### src/include/dac_port_cfg.svh
// constants for the host write port: address, pointer codes, fifo sizes
`ifndef DAC_PORT_CFG_SVH
`define DAC_PORT_CFG_SVH
`define ADDR_FIXED_BITS 5'h15
`define BURST_POINTER 8'hFF
`define LAST_CHANNEL 5'h1F
`define FIRST_CHANNEL 5'h00
`define BITS_PER_BYTE 4'h8
`define FIFO_DEPTH 128
`define FIFO_AW 7
`define SYNC_W 30
`endif

### src/include/dac_port_pkg.sv
// types shared by the host write port and its write queue
`default_nettype none
package dac_port_pkg;
	// one queued register write
	typedef struct packed {
		logic [4:0] chan;
		logic [1:0] reg_sel;
		logic ab_sel;
		logic [13:0] data;
	} wr_rec_t;
	typedef enum logic [2:0] {
		ST_IDLE,
		ST_ADDR,
		ST_PTR,
		ST_DHI,
		ST_DLO,
		ST_IGNORE
	} rx_state_t;
endpackage
`default_nettype wire

### src/include/wr_fifo_if.sv
// carrier between the port logic and its write queue
`default_nettype none
interface wr_fifo_if;
	import dac_port_pkg::*;
	logic push_valid;
	logic push_ready;
	wr_rec_t push_data;
	logic pop_valid;
	logic pop_ready;
	wr_rec_t pop_data;
	modport port (output push_valid, push_data, pop_ready,
		input push_ready, pop_valid, pop_data);
	modport queue (input push_valid, push_data, pop_ready,
		output push_ready, pop_valid, pop_data);
endinterface
`default_nettype wire

### src/core/write_fifo.sv
// write queue in flip-flops with honest full and empty
`default_nettype none
`include "dac_port_cfg.svh"
module write_fifo (
	input wire logic i_clk,
	input wire logic i_rst,
	wr_fifo_if.queue q
);
	import dac_port_pkg::*;
	wr_rec_t mem_r [`FIFO_DEPTH];
	logic [`FIFO_AW:0] wptr_r;
	logic [`FIFO_AW:0] rptr_r;
	logic full;
	logic empty;

	// extra pointer bit separates full from empty
	assign empty = (wptr_r == rptr_r);
	assign full = (wptr_r[`FIFO_AW] != rptr_r[`FIFO_AW]) &&
		(wptr_r[`FIFO_AW-1:0] == rptr_r[`FIFO_AW-1:0]);
	assign q.push_ready = !full;
	assign q.pop_valid = !empty;
	assign q.pop_data = mem_r[rptr_r[`FIFO_AW-1:0]];

	// storage write, no reset needed on data
	always_ff @(posedge i_clk) begin
		if (q.push_valid && !full) begin
			mem_r[wptr_r[`FIFO_AW-1:0]] <= q.push_data;
		end
	end

	// pointers
	always_ff @(posedge i_clk) begin
		if (i_rst) begin
			wptr_r <= '0;
			rptr_r <= '0;
		end else begin
			if (q.push_valid && !full) begin
				wptr_r <= wptr_r + 1'b1;
			end
			if (q.pop_ready && !empty) begin
				rptr_r <= rptr_r + 1'b1;
			end
		end
	end
endmodule
`default_nettype wire

### src/core/dac_host_write_port.sv
// host write port: two-wire receive-only slave plus strobed parallel port
// Function
// acknowledge each accepted address or data byte by holding data low in ninth clock
// idle until start plus address 10101 with the two strap bits
// master always sends direction bit zero; device only receives
// address, pointer, two data bytes, stop updates one channel, every byte acknowledged
// without stop, next byte is a new pointer; three bytes per further channel
// register select bits inside the data bytes choose the target register
// stop anywhere ends repeated or burst mode and returns to idle
// pointer 0xFF starts burst mode at channel zero
// burst advances channel per data pair to 31, then back to pointer mode
// master must not use toggle selection during burst mode
// repeated start is accepted in place of a stop
// master retries a transfer whose acknowledge is missing
// strap low enables parallel port and disables the serial port
// write strobe rising edge with select low captures channel and data
// parallel data is a straight 14-bit word, bit 13 most significant
// register select inputs sampled with each parallel write pick the register
// parallel writes queue in 128 deep fifo; busy low while pending; full drops
// toggle bit picks register A or B only when toggle is enabled
// wrong address or read direction: no acknowledge, ignore until next start
// a channel is written only after both data bytes are acknowledged; code queues the write at the clock fall after the low byte, as its ack starts
`default_nettype none
`include "dac_port_cfg.svh"
module dac_host_write_port (
	input wire logic i_clk,
	input wire logic i_rst,
	input wire logic i_interface_select_strap,
	input wire logic i_slave_addr_strap_hi,
	input wire logic i_slave_addr_strap_lo,
	input wire logic i_toggle_en,
	input wire logic i_scl,
	input wire logic i_sda_in,
	output logic o_sda_out,
	output logic o_sda_oe,
	input wire logic i_cs_n,
	input wire logic i_wr_n,
	input wire logic [4:0] i_channel_address_bus,
	input wire logic [13:0] i_parallel_data_word,
	input wire logic i_register_select_hi,
	input wire logic i_register_select_lo,
	input wire logic i_ab_select,
	output logic o_busy_n,
	output logic o_wr_valid,
	input wire logic i_wr_ready,
	output dac_port_pkg::wr_rec_t o_wr_rec
);
	import dac_port_pkg::*;

	wr_fifo_if fq ();
	write_fifo u_queue (
		.i_clk(i_clk),
		.i_rst(i_rst),
		.q(fq.queue)
	);

	// every pin gathered into pins passes two flops before any logic reads it; i_wr_ready is read directly
	logic [`SYNC_W-1:0] pins;
	logic [`SYNC_W-1:0] meta_r;
	logic [`SYNC_W-1:0] pin_r;
	assign pins = {i_interface_select_strap, i_slave_addr_strap_hi, i_slave_addr_strap_lo,
		i_toggle_en, i_scl, i_sda_in, i_cs_n, i_wr_n, i_channel_address_bus,
		i_parallel_data_word, i_register_select_hi, i_register_select_lo, i_ab_select};
	always_ff @(posedge i_clk) begin
		meta_r <= pins;
		pin_r <= meta_r;
	end

	logic ser_mode;
	logic [1:0] strap_addr;
	logic tog_en;
	logic scl_s;
	logic sda_s;
	logic cs_n_s;
	logic wr_n_s;
	wr_rec_t par_rec;
	assign ser_mode = pin_r[29];
	assign strap_addr = pin_r[28:27];
	assign tog_en = pin_r[26];
	assign scl_s = pin_r[25];
	assign sda_s = pin_r[24];
	assign cs_n_s = pin_r[23];
	assign wr_n_s = pin_r[22];
	// straight 14-bit word, msb first on the bus
	assign par_rec = '{chan: pin_r[21:17], data: pin_r[16:3],
		reg_sel: {pin_r[2], pin_r[1]}, ab_sel: pin_r[0] & tog_en};

	// previous levels for edge finding, all from second stage
	logic scl_d_r;
	logic sda_d_r;
	logic wr_n_d_r;
	always_ff @(posedge i_clk) begin
		if (i_rst) begin
			scl_d_r <= 1'b1;
			sda_d_r <= 1'b1;
			wr_n_d_r <= 1'b1;
		end else begin
			scl_d_r <= scl_s;
			sda_d_r <= sda_s;
			wr_n_d_r <= wr_n_s;
		end
	end

	logic scl_rise;
	logic scl_fall;
	logic start_ev;
	logic stop_ev;
	logic par_strobe;
	assign scl_rise = scl_s && !scl_d_r;
	assign scl_fall = !scl_s && scl_d_r;
	// start and repeated start look alike, both restart address phase
	assign start_ev = ser_mode && scl_s && scl_d_r && sda_d_r && !sda_s;
	assign stop_ev = ser_mode && scl_s && scl_d_r && !sda_d_r && sda_s;
	// capture on write strobe rising edge while selected
	assign par_strobe = !ser_mode && wr_n_s && !wr_n_d_r && !cs_n_s;

	// serial receive state
	rx_state_t state_r;
	logic [7:0] shift_r;
	logic [3:0] bitcnt_r;
	logic ack_r;
	logic burst_r;
	logic [4:0] chan_r;
	logic ab_r;
	logic [7:0] hi_r;
	logic ser_push;
	wr_rec_t ser_rec;
	logic addr_ok;

	// direction bit must be zero, device never transmits
	assign addr_ok = (shift_r == {`ADDR_FIXED_BITS, strap_addr, 1'b0});
	// data word only formed from the completed low byte
	assign ser_rec = '{chan: chan_r, reg_sel: hi_r[7:6], ab_sel: ab_r,
		data: {hi_r[5:0], shift_r}};

	// pointer steps only after the pushed pair has left with the old channel
	logic burst_step;
	assign burst_step = ser_push && burst_r;

	// byte framing, acknowledge and mode tracking
	always_ff @(posedge i_clk) begin
		if (i_rst) begin
			state_r <= ST_IDLE;
			shift_r <= 8'h00;
			bitcnt_r <= 4'h0;
			ack_r <= 1'b0;
			burst_r <= 1'b0;
			chan_r <= `FIRST_CHANNEL;
			ab_r <= 1'b0;
			hi_r <= 8'h00;
			ser_push <= 1'b0;
		end else begin
			ser_push <= 1'b0;
			if (burst_step) begin
				chan_r <= chan_r + 5'h1;
			end
			if (!ser_mode || stop_ev) begin
				// stop ends repeated and burst modes at any point
				state_r <= ST_IDLE;
				ack_r <= 1'b0;
				burst_r <= 1'b0;
				bitcnt_r <= 4'h0;
			end else if (start_ev) begin
				state_r <= ST_ADDR; // see R2
				ack_r <= 1'b0;
				burst_r <= 1'b0;
				bitcnt_r <= 4'h0;
			end else if (state_r != ST_IDLE) begin
				if (scl_rise && !ack_r && bitcnt_r != `BITS_PER_BYTE) begin
					shift_r <= {shift_r[6:0], sda_s};
					bitcnt_r <= bitcnt_r + 4'h1;
				end else if (scl_fall && ack_r) begin
					// ninth clock over, let go of the data line
					ack_r <= 1'b0;
					bitcnt_r <= 4'h0;
				end else if (scl_fall && bitcnt_r == `BITS_PER_BYTE) begin
					bitcnt_r <= 4'h0;
					// hold data low through the ninth clock
					ack_r <= (state_r != ST_IGNORE) && (state_r != ST_ADDR || addr_ok);
					case (state_r)
						ST_ADDR: begin
							// mismatch or read: stay silent until next start
							state_r <= addr_ok ? ST_PTR : ST_IGNORE;
						end
						ST_PTR: begin
							state_r <= ST_DHI;
							if (shift_r == `BURST_POINTER) begin
								burst_r <= 1'b1;
								chan_r <= `FIRST_CHANNEL;
								ab_r <= 1'b0; // toggle unavailable in burst
							end else begin
								chan_r <= shift_r[4:0];
								ab_r <= shift_r[5] & tog_en;
							end
						end
						ST_DHI: begin
							hi_r <= shift_r;
							state_r <= ST_DLO;
						end
						ST_DLO: begin
							ser_push <= 1'b1; // see R4
							if (burst_r && chan_r != `LAST_CHANNEL) begin
								state_r <= ST_DHI;
							end else begin
								// next byte is a fresh pointer
								state_r <= ST_PTR;
								burst_r <= 1'b0;
							end
						end
						default: begin
							state_r <= ST_IGNORE;
						end
					endcase
				end
			end
		end
	end

	// queue fill: one source per mode; full queue drops the write
	assign fq.push_valid = ser_mode ? ser_push : par_strobe;
	assign fq.push_data = ser_mode ? ser_rec : par_rec;

	// output stage, stalls when the consumer holds ready low
	logic out_valid_r;
	wr_rec_t out_rec_r;
	assign fq.pop_ready = !out_valid_r || i_wr_ready;
	always_ff @(posedge i_clk) begin
		if (i_rst) begin
			out_valid_r <= 1'b0;
			out_rec_r <= '0;
		end else if (fq.pop_ready) begin
			out_valid_r <= fq.pop_valid;
			out_rec_r <= fq.pop_data;
		end
	end

	// busy low while any queued write is pending
	logic busy_n_r;
	always_ff @(posedge i_clk) begin
		if (i_rst) begin
			busy_n_r <= 1'b1;
		end else begin
			busy_n_r <= !(fq.pop_valid || out_valid_r || fq.push_valid);
		end
	end

	// open-drain data line: only ever pulled low
	logic sda_oe_r;
	always_ff @(posedge i_clk) begin
		if (i_rst) begin
			sda_oe_r <= 1'b0;
		end else begin
			sda_oe_r <= ack_r && ser_mode && !stop_ev && !start_ev;
		end
	end

	assign o_sda_out = 1'b0;
	assign o_sda_oe = sda_oe_r;
	assign o_busy_n = busy_n_r;
	assign o_wr_valid = out_valid_r;
	assign o_wr_rec = out_rec_r;
endmodule
`default_nettype wire

### config.mk
export PLATFORM = sky130hd
export DESIGN_NAME = dac_host_write_port
export DESIGN_NICKNAME = d
export VERILOG_FILES = /design/src/include/dac_port_pkg.sv /design/src/include/wr_fifo_if.sv /design/src/core/write_fifo.sv /design/src/core/dac_host_write_port.sv
export VERILOG_INCLUDE_DIRS = /design/src /design/src/include
export SDC_FILE = /design/constraint.sdc
export NUM_CORES = 2
export LEC_CHECK = 0
export BUFFER_PORTS_ARGS = -buffer_cell sky130_fd_sc_hd__buf_2
export CORE_ASPECT_RATIO = 0.9
export CORE_MARGIN = 10
export CORE_UTILIZATION = 45
export CTS_CLUSTER_SIZE = 40
export DETAILED_ROUTE_END_ITERATION = 10
export PLACE_DENSITY = 0.63
export SKIP_CTS_REPAIR_TIMING = 1
export SLEW_MARGIN = 20
export SYNTH_ARGS = -nofsm -noshare
export SYNTH_HDL_FRONTEND = slang
export SYNTH_SLANG_ARGS = --single-unit
### constraint.sdc
create_clock -name i_clk -period 20.2 [get_ports i_clk]
set_input_delay 4.04 -clock i_clk [delete_from_list [all_inputs] [get_ports i_clk]]
set_output_delay 4.04 -clock i_clk [all_outputs]
set_load 0.05 [all_outputs]
* Yosys cells after proc, flatten, opt, wreduce, memory -nomap -nowiden
Memory sizes are Yosys's and may differ from the RTL's. A register that Yosys moved wholly into a read port is not among the register bits. Index checks and enable logic that the tools add are counted.
Cells by class: $add $sub $neg 4, equal/unequal tests 18, muxes and demuxes 31, bitwise operators 8, reductions and logical operators 60
Operators by type and width (number):
- $mux W5 | 9
- $logic_and A1 B1 Y1 | 24
- $mux W22 | 1
- $reduce_and A7 Y1 | 3
- $add A8 B1 Y8 const B | 2
- $eq A8 B8 Y1 | 2
- $mux W1 | 15
- $logic_not A1 Y1 | 14
- $mux W4 | 3
- $pmux W3 S4 | 1
- $reduce_and A4 Y1 | 3
- $eq A8 B8 Y1 const B | 1
- $ne A2 B2 Y1 const B | 4
- $reduce_bool A2 Y1 | 4
- $eq A7 B7 Y1 | 1
- $reduce_or A7 Y1 | 1
- $eq A3 B2 Y1 const B | 2
- $not A1 Y1 | 6
- $reduce_bool A3 Y1 | 2
- $add A5 B1 Y5 const B | 1
- $logic_or A1 B1 Y1 | 5
- $ne A5 B5 Y1 const B | 1
- $add A4 B1 Y4 const B | 1
- $eq A4 B4 Y1 const B | 1
- 13 further kinds | 14
Storage, ports and cells: register bits after elaboration 114, RAM bits 2816, output and inout bits 26, logic and storage cells 142, memories kept 1
Memory list:
- u_queue.mem_r | words 128, width 22, rd ports 1, clocked after memory_dff 1, write ports 1, RTL line write_fifo.sv:10 | wr_rec_t mem_r [`FIFO_DEPTH];

* Logic depth before layout (Yosys ltp)
word-level depth 9, gate-level depth with buffers 12

* By module
From an unflattened synthesis, not the netlist that was laid out.
Second synthesis, totals: cells, all modules 4653, area, all modules 112227.6 µm²
Modules (own cells, without submodules):
- write_fifo | instances 1, cells each 4253, area each 108152.5 µm², sequential area each 85021.5 µm²
- dac_host_write_port | instances 1, cells each 400, area each 4075.2 µm², sequential area each 2402.3 µm²

* Worst setup path after synthesis
OpenSTA, ideal clock, no wires.
path type register to register, start register pin_r[29], end memory u_queue.mem_r[0][14] in the netlist's numbering (data pin), library setup time 1.197 ns, data arrival time 5.745 ns, required time 19.003 ns, slack 13.258 ns, cell stages (with the launch flop) 4, buffers on the path 2, period minus slack after synthesis 6.942 ns, path through dfxtp_1 -> clkbuf_1 -> clkbuf_1 -> o21ai_0
RTL lines:
- from (decl) | RTL line dac_host_write_port.sv:60 | logic [`SYNC_W-1:0] pin_r;
- from (signal assigned) | RTL line dac_host_write_port.sv:66 | pin_r <= meta_r;
- to (decl) | RTL line write_fifo.sv:10

* Worst setup path in the final report
start register busy_n_r (netlist: o_busy_n), end output port o_busy_n
RTL lines:
- from (decl) | RTL line dac_host_write_port.sv:238 | logic busy_n_r;
- from (signal assigned) | RTL line dac_host_write_port.sv:243 | busy_n_r <= !(fq.pop_valid || out_valid_r || fq.push_valid);
- to (decl) | RTL line dac_host_write_port.sv:43 | output logic o_busy_n,
No word-level cell between the ends.

==> report_table.html <==
<table>
<tr><th>Metric</th><th>Value</th></tr>
<tr><th colspan="2">Setup path</th></tr>
<tr><td>Signal arrival time at the worst endpoint</td><td>around 1.8 ns</td></tr>
<tr><td>Worst reg2reg path endpoint</td><td>o_wr_rec[19]$_SDFFE_PP0N_</td></tr>
<tr><td>Buffering stage count on the worst path with inverters included</td><td>1</td></tr>
<tr><td>Crit path launch type</td><td>flop</td></tr>
<tr><td>Count of cells along the worst register-to-register path</td><td>8</td></tr>
<tr><td>Max FO, Critical Path</td><td>2</td></tr>
<tr><td>Critical path's slowest cell</td><td>dfxtp_1</td></tr>
<tr><td>Endpoint type of the worst setup path</td><td>primary output</td></tr>
<tr><td>Crit path capture</td><td>o_busy_n</td></tr>
<tr><td>Slack of the worst reg-to-reg path</td><td>around 15 ns</td></tr>
<tr><td>WS Path Type</td><td>reg -&gt; out</td></tr>
<tr><td>CP Launch Point</td><td>o_busy_n$_SDFF_PP1_</td></tr>
<tr><td>Cell-by-cell listing of the critical path</td><td>buf_2</td></tr>
<tr><td>Kind of cell adding the most delay to the critical path</td><td>flip-flops</td></tr>
<tr><td>R2r startpoint</td><td>u_queue.rptr_r[1]$_SDFFE_PP0P_</td></tr>
<tr><td>Worst Path Required</td><td>between 15 and 20 ns</td></tr>
<tr><td>Max stage delay on crit path</td><td>between 0.6 and 0.7 ns</td></tr>
<tr><td>Critical path depth in cells</td><td>1</td></tr>
<tr><th colspan="2">Logic synthesis</th></tr>
<tr><td>Ranking of synthesized cells by instance count</td><td>edfxtp_1 (2816), mux4_2 (531), mux2i_1 (498)</td></tr>
<tr><td>Number of warning messages in the yosys log</td><td>0</td></tr>
<tr><td>Library cell with the highest instance count after synthesis</td><td>edfxtp_1</td></tr>
<tr><td>Count of flip-flops with a built-in enable after synthesis</td><td>2816</td></tr>
<tr><td>Cell types with the largest area share after synthesis</td><td>edfxtp_1 (75%), mux4_2 (11%), mux2i_1 (4.4%)</td></tr>
<tr><td>Sequential share of the synthesized area</td><td>77.1%</td></tr>
<tr><td>Netlist area before placement</td><td>between 0.1 and 0.15 mm^2</td></tr>
<tr><td>Unique masters post-synth</td><td>73</td></tr>
<tr><td>Number of flip-flops and latches in the synthesized netlist</td><td>2952</td></tr>
<tr><td>Synth top area share</td><td>74.7%</td></tr>
<tr><td>Post-Syn Area per Cell</td><td>20.7 um^2</td></tr>
<tr><td>Number of nets in the synthesized netlist</td><td>about 5.5k</td></tr>
<tr><td>Cell accounting for the most synthesized area</td><td>edfxtp_1</td></tr>
<tr><td>Most common flop cell mapped by yosys</td><td>edfxtp_1</td></tr>
<tr><td>Synthesized instance count</td><td>~5.5k</td></tr>
<tr><td>Proportion of synthesized flip-flops having asynchronous set or reset</td><td>0%</td></tr>
<tr><th colspan="2">Power</th></tr>
<tr><td>Logic gate share of total power</td><td>8.8%</td></tr>
<tr><td>Cell area power density</td><td>around 100 mW/mm^2</td></tr>
<tr><td>Switching power as a share of total power</td><td>22.5%</td></tr>
<tr><td>Reported leakage power</td><td>between 30 and 40 nW</td></tr>
<tr><td>Switching power total</td><td>roughly 3.0 mW</td></tr>
<tr><td>Sequential cell fraction of total power</td><td>50.4%</td></tr>
<tr><td>Fraction of power consumed by the clock network</td><td>around 41%</td></tr>
<tr><td>Internal Power</td><td>10.4 mW</td></tr>
<tr><td>Maximum vdd drop</td><td>around 0.077 mV</td></tr>
<tr><th colspan="2">Timing</th></tr>
<tr><td>Slew HR</td><td>between 10% and 20%</td></tr>
<tr><td>Unrepaired setup endpoints after global routing</td><td>no</td></tr>
<tr><td>Final setup violation count</td><td>0</td></tr>
<tr><td>Final TNS setup</td><td>0 ns</td></tr>
<tr><td>Final number of hold-violating endpoints</td><td>0</td></tr>
<tr><td>Fraction of the cycle the final worst path needs</td><td>~29%</td></tr>
<tr><td>Final setup skew</td><td>0.0559 ns</td></tr>
<tr><td>Final Max Tran Viols</td><td>0</td></tr>
<tr><td>Upper clock frequency limit</td><td>0.170 GHz</td></tr>
<tr><td>Clock period minus worst slack</td><td>5.87 ns</td></tr>
<tr><td>Minimum hold slack</td><td>between 0.3 and 0.4 ns</td></tr>
<tr><td>Slew of the pin with the lowest slew margin</td><td>between 1 and 1.5 ns</td></tr>
<tr><th colspan="2">Worst hold path</th></tr>
<tr><td>Worst Hold Launch</td><td>meta_r[21]$_DFF_P_</td></tr>
<tr><td>Type of the tightest min-delay check</td><td>reg -&gt; reg</td></tr>
<tr><th colspan="2">Clock tree</th></tr>
<tr><td>Number of buffers inserted during clock tree synthesis</td><td>roughly 300</td></tr>
<tr><td>Clock latency reported for the late side of the worst-skew pair</td><td>roughly 0.9 ns</td></tr>
<tr><td>Clock tree from TritonCTS</td><td>yes</td></tr>
<tr><td>Max Root-Sink Buffers</td><td>4</td></tr>
<tr><td>CTS root buf</td><td>clkbuf_16</td></tr>
<tr><td>Clock-pin slew on the worst setup and hold paths</td><td>~0.06 ns</td></tr>
<tr><td>H-tree depth</td><td>5</td></tr>
<tr><td>Sinks on Clock Net</td><td>a little under 3k</td></tr>
<tr><th colspan="2">Detailed routing</th></tr>
<tr><td>Wire length reported by the detailed router</td><td>between 300 and 400 mm</td></tr>
<tr><td>First DRT Iteration DRCs</td><td>~7.8k</td></tr>
<tr><td>Wire length per cell</td><td>between 30 and 40 um</td></tr>
<tr><td>Remaining antenna violation count</td><td>0</td></tr>
<tr><td>DRC violations left</td><td>0</td></tr>
<tr><td>First drt pass iteration count</td><td>5</td></tr>
<tr><td>Post-DR vias/cell</td><td>just over 6</td></tr>
<tr><td>Total number of vias</td><td>approximately 58k</td></tr>
<tr><th colspan="2">Placement</th></tr>
<tr><td>Hpwl dp</td><td>178 mm</td></tr>
<tr><td>Routability congestion estimate from global placement</td><td>about 0.94</td></tr>
<tr><td>Buffers added on ports</td><td>57</td></tr>
<tr><th colspan="2">Global routing</th></tr>
<tr><td>Global route total overflow</td><td>0</td></tr>
<tr><td>Vias in the first global route</td><td>~56k</td></tr>
<tr><td>Initial antenna violation count</td><td>22</td></tr>
<tr><td>Aggregate global-route resource usage</td><td>between 20 and 25%</td></tr>
<tr><td>Largest net degree at the start of global routing</td><td>between 100 and 150</td></tr>
<tr><td>Global-route wire length before repair</td><td>roughly 430 mm</td></tr>
<tr><th colspan="2">Finish</th></tr>
<tr><td>Share of cells above drive strength 1</td><td>between 20% and 30%</td></tr>
<tr><td>Synthesis-to-finish area growth</td><td>12.8%</td></tr>
<tr><td>Fin nets</td><td>approximately 5.8k</td></tr>
<tr><th colspan="2">Floorplanning</th></tr>
<tr><td>Height of the die</td><td>496 um</td></tr>
<tr><td>Cell Rows</td><td>174</td></tr>
<tr><td>Starting Density</td><td>approximately 45%</td></tr>
<tr><td>Core area</td><td>between 0.2 and 0.3 mm^2</td></tr>
<tr><td>Number of primary I/O pins</td><td>59</td></tr>
<tr><td>Die width</td><td>approximately 550 um</td></tr>
<tr><td>Die Footprint</td><td>0.272 mm^2</td></tr>
<tr><th colspan="2">Outcome</th></tr>
<tr><td>Result of the run</td><td>finished, final reports clean</td></tr>
<tr><th colspan="2">Job</th></tr>
<tr><td>Number of max-cap violations</td><td>0</td></tr>
</table>
-- power groups by stage --
stage | clock [mW] | sequential, mW | combinational, mW
detailed placement | 0 | 6.88 | 1.20
CTS | 5.53 | 6.75 | 1.20
finish | 5.47 | 6.75 | 1.18
global route | 5.79 | 6.75 | 1.25
floorplan | 0 | 6.89 | 0.872
global placement | 0 | 6.88 | 1.19
-- layout by cell type (no fill, tap or decap), types with 51 or more instances in the layout --
cell type,count
edfxtp_1,2816
mux4_2,531
mux2i_1,498
clkbuf_16,306
buf_4,198
a22oi_1,156
dfxtp_1,128
nor2_2,111
nor2_1,94
nand3_1,84
nand2_1,82
a21oi_1,82
o22ai_1,63
clkinv_1,59
buf_2,57
o21ai_0,51
-- per-stage QoR --
stage | total power, mW | area [um^2] | worst slack, ns | std cells | utilization, %
floorplan | 7.76 | 113000 | 13.26 | 5468 | -
global placement | 8.07 | 118000 | 14.35 | 8761 | 47.2
detailed placement | 8.08 | 118000 | 14.35 | 8761 | 47.2
CTS | 13.5 | 128000 | 14.29 | 9281 | 51.1
global route | 13.8 | 128000 | 14.32 | 9283 | 51.1
finish | 13.4 | 128000 | 14.33 | 9289 | 51.1
-- logic make-up after synthesis --
group | Yosys count | share of synthesized area [%]
compound gates | 539 | 3.33
xor+xnor | 28 | 0.216
fa+ha+maj | 6 | 0.0663
buf+inv | 326 | 1.66
flops | 2952 | 77.1
mux | 1066 | 15.3
other cells | 1 | 0.00331
simple gates | 550 | 2.34
-- layer usage --
metal,vias up,wire (um),track usage [%]
met1,30700,124000,31.6
met4,4,11500,7.53
li1,23200,-,-
met2,3000,140000,33.5
met3,534,32200,5.39
met5,-,26,0
-- cell type report --
class | instances | area [um^2]
multi-input cells | 2190 | 24700
repair buffers | 264 | 1950
clock buffers | 361 | 7910
clock inverters | 159 | 1630
fillers | 19500 | 122000
diodes | 8 | 20.0
inverters | 11 | 41.3
well taps | 3344 | 4180
flip-flops and latches | 2952 | 87300
-- flip-flops by register name (all words and copies together), names as in the netlist, 8 cells and up --
name / count
hi_r: 8
meta_r: 30
o_wr_rec: 22
pin_r: 30
shift_r: 8
u_queue.mem_r: 2816
u_queue.rptr_r: 8
u_queue.wptr_r: 8
-- worst register-to-register path, cell delays in order, from the launching register on --
cell and delay [ns]:
dfxtp_4 0.90, buf_12 0.58, buf_12 0.84, buf_4 0.97, mux4_2 0.67, o22ai_1 0.30, a211oi_1 0.16, o21ai_0 0.91
a221oi_1 0.18
-- worst min-delay path by stage --
| stage | end | slack (ns) | depth (start not counted) |
|---|---|---|---|
| floorplan | pin_r[0]$_DFF_P_ | 0.31 | 0 |
| global placement | pin_r[12]$_DFF_P_ | 0.31 | 0 |
| detailed placement | pin_r[15]$_DFF_P_ | 0.31 | 0 |
| CTS | pin_r[21]$_DFF_P_ | 0.33 | 0 |
| global route | pin_r[11]$_DFF_P_ | 0.34 | 0 |
| finish | pin_r[21]$_DFF_P_ | 0.33 | 0 |
Note: power is estimated with default switching activity, not from simulation.
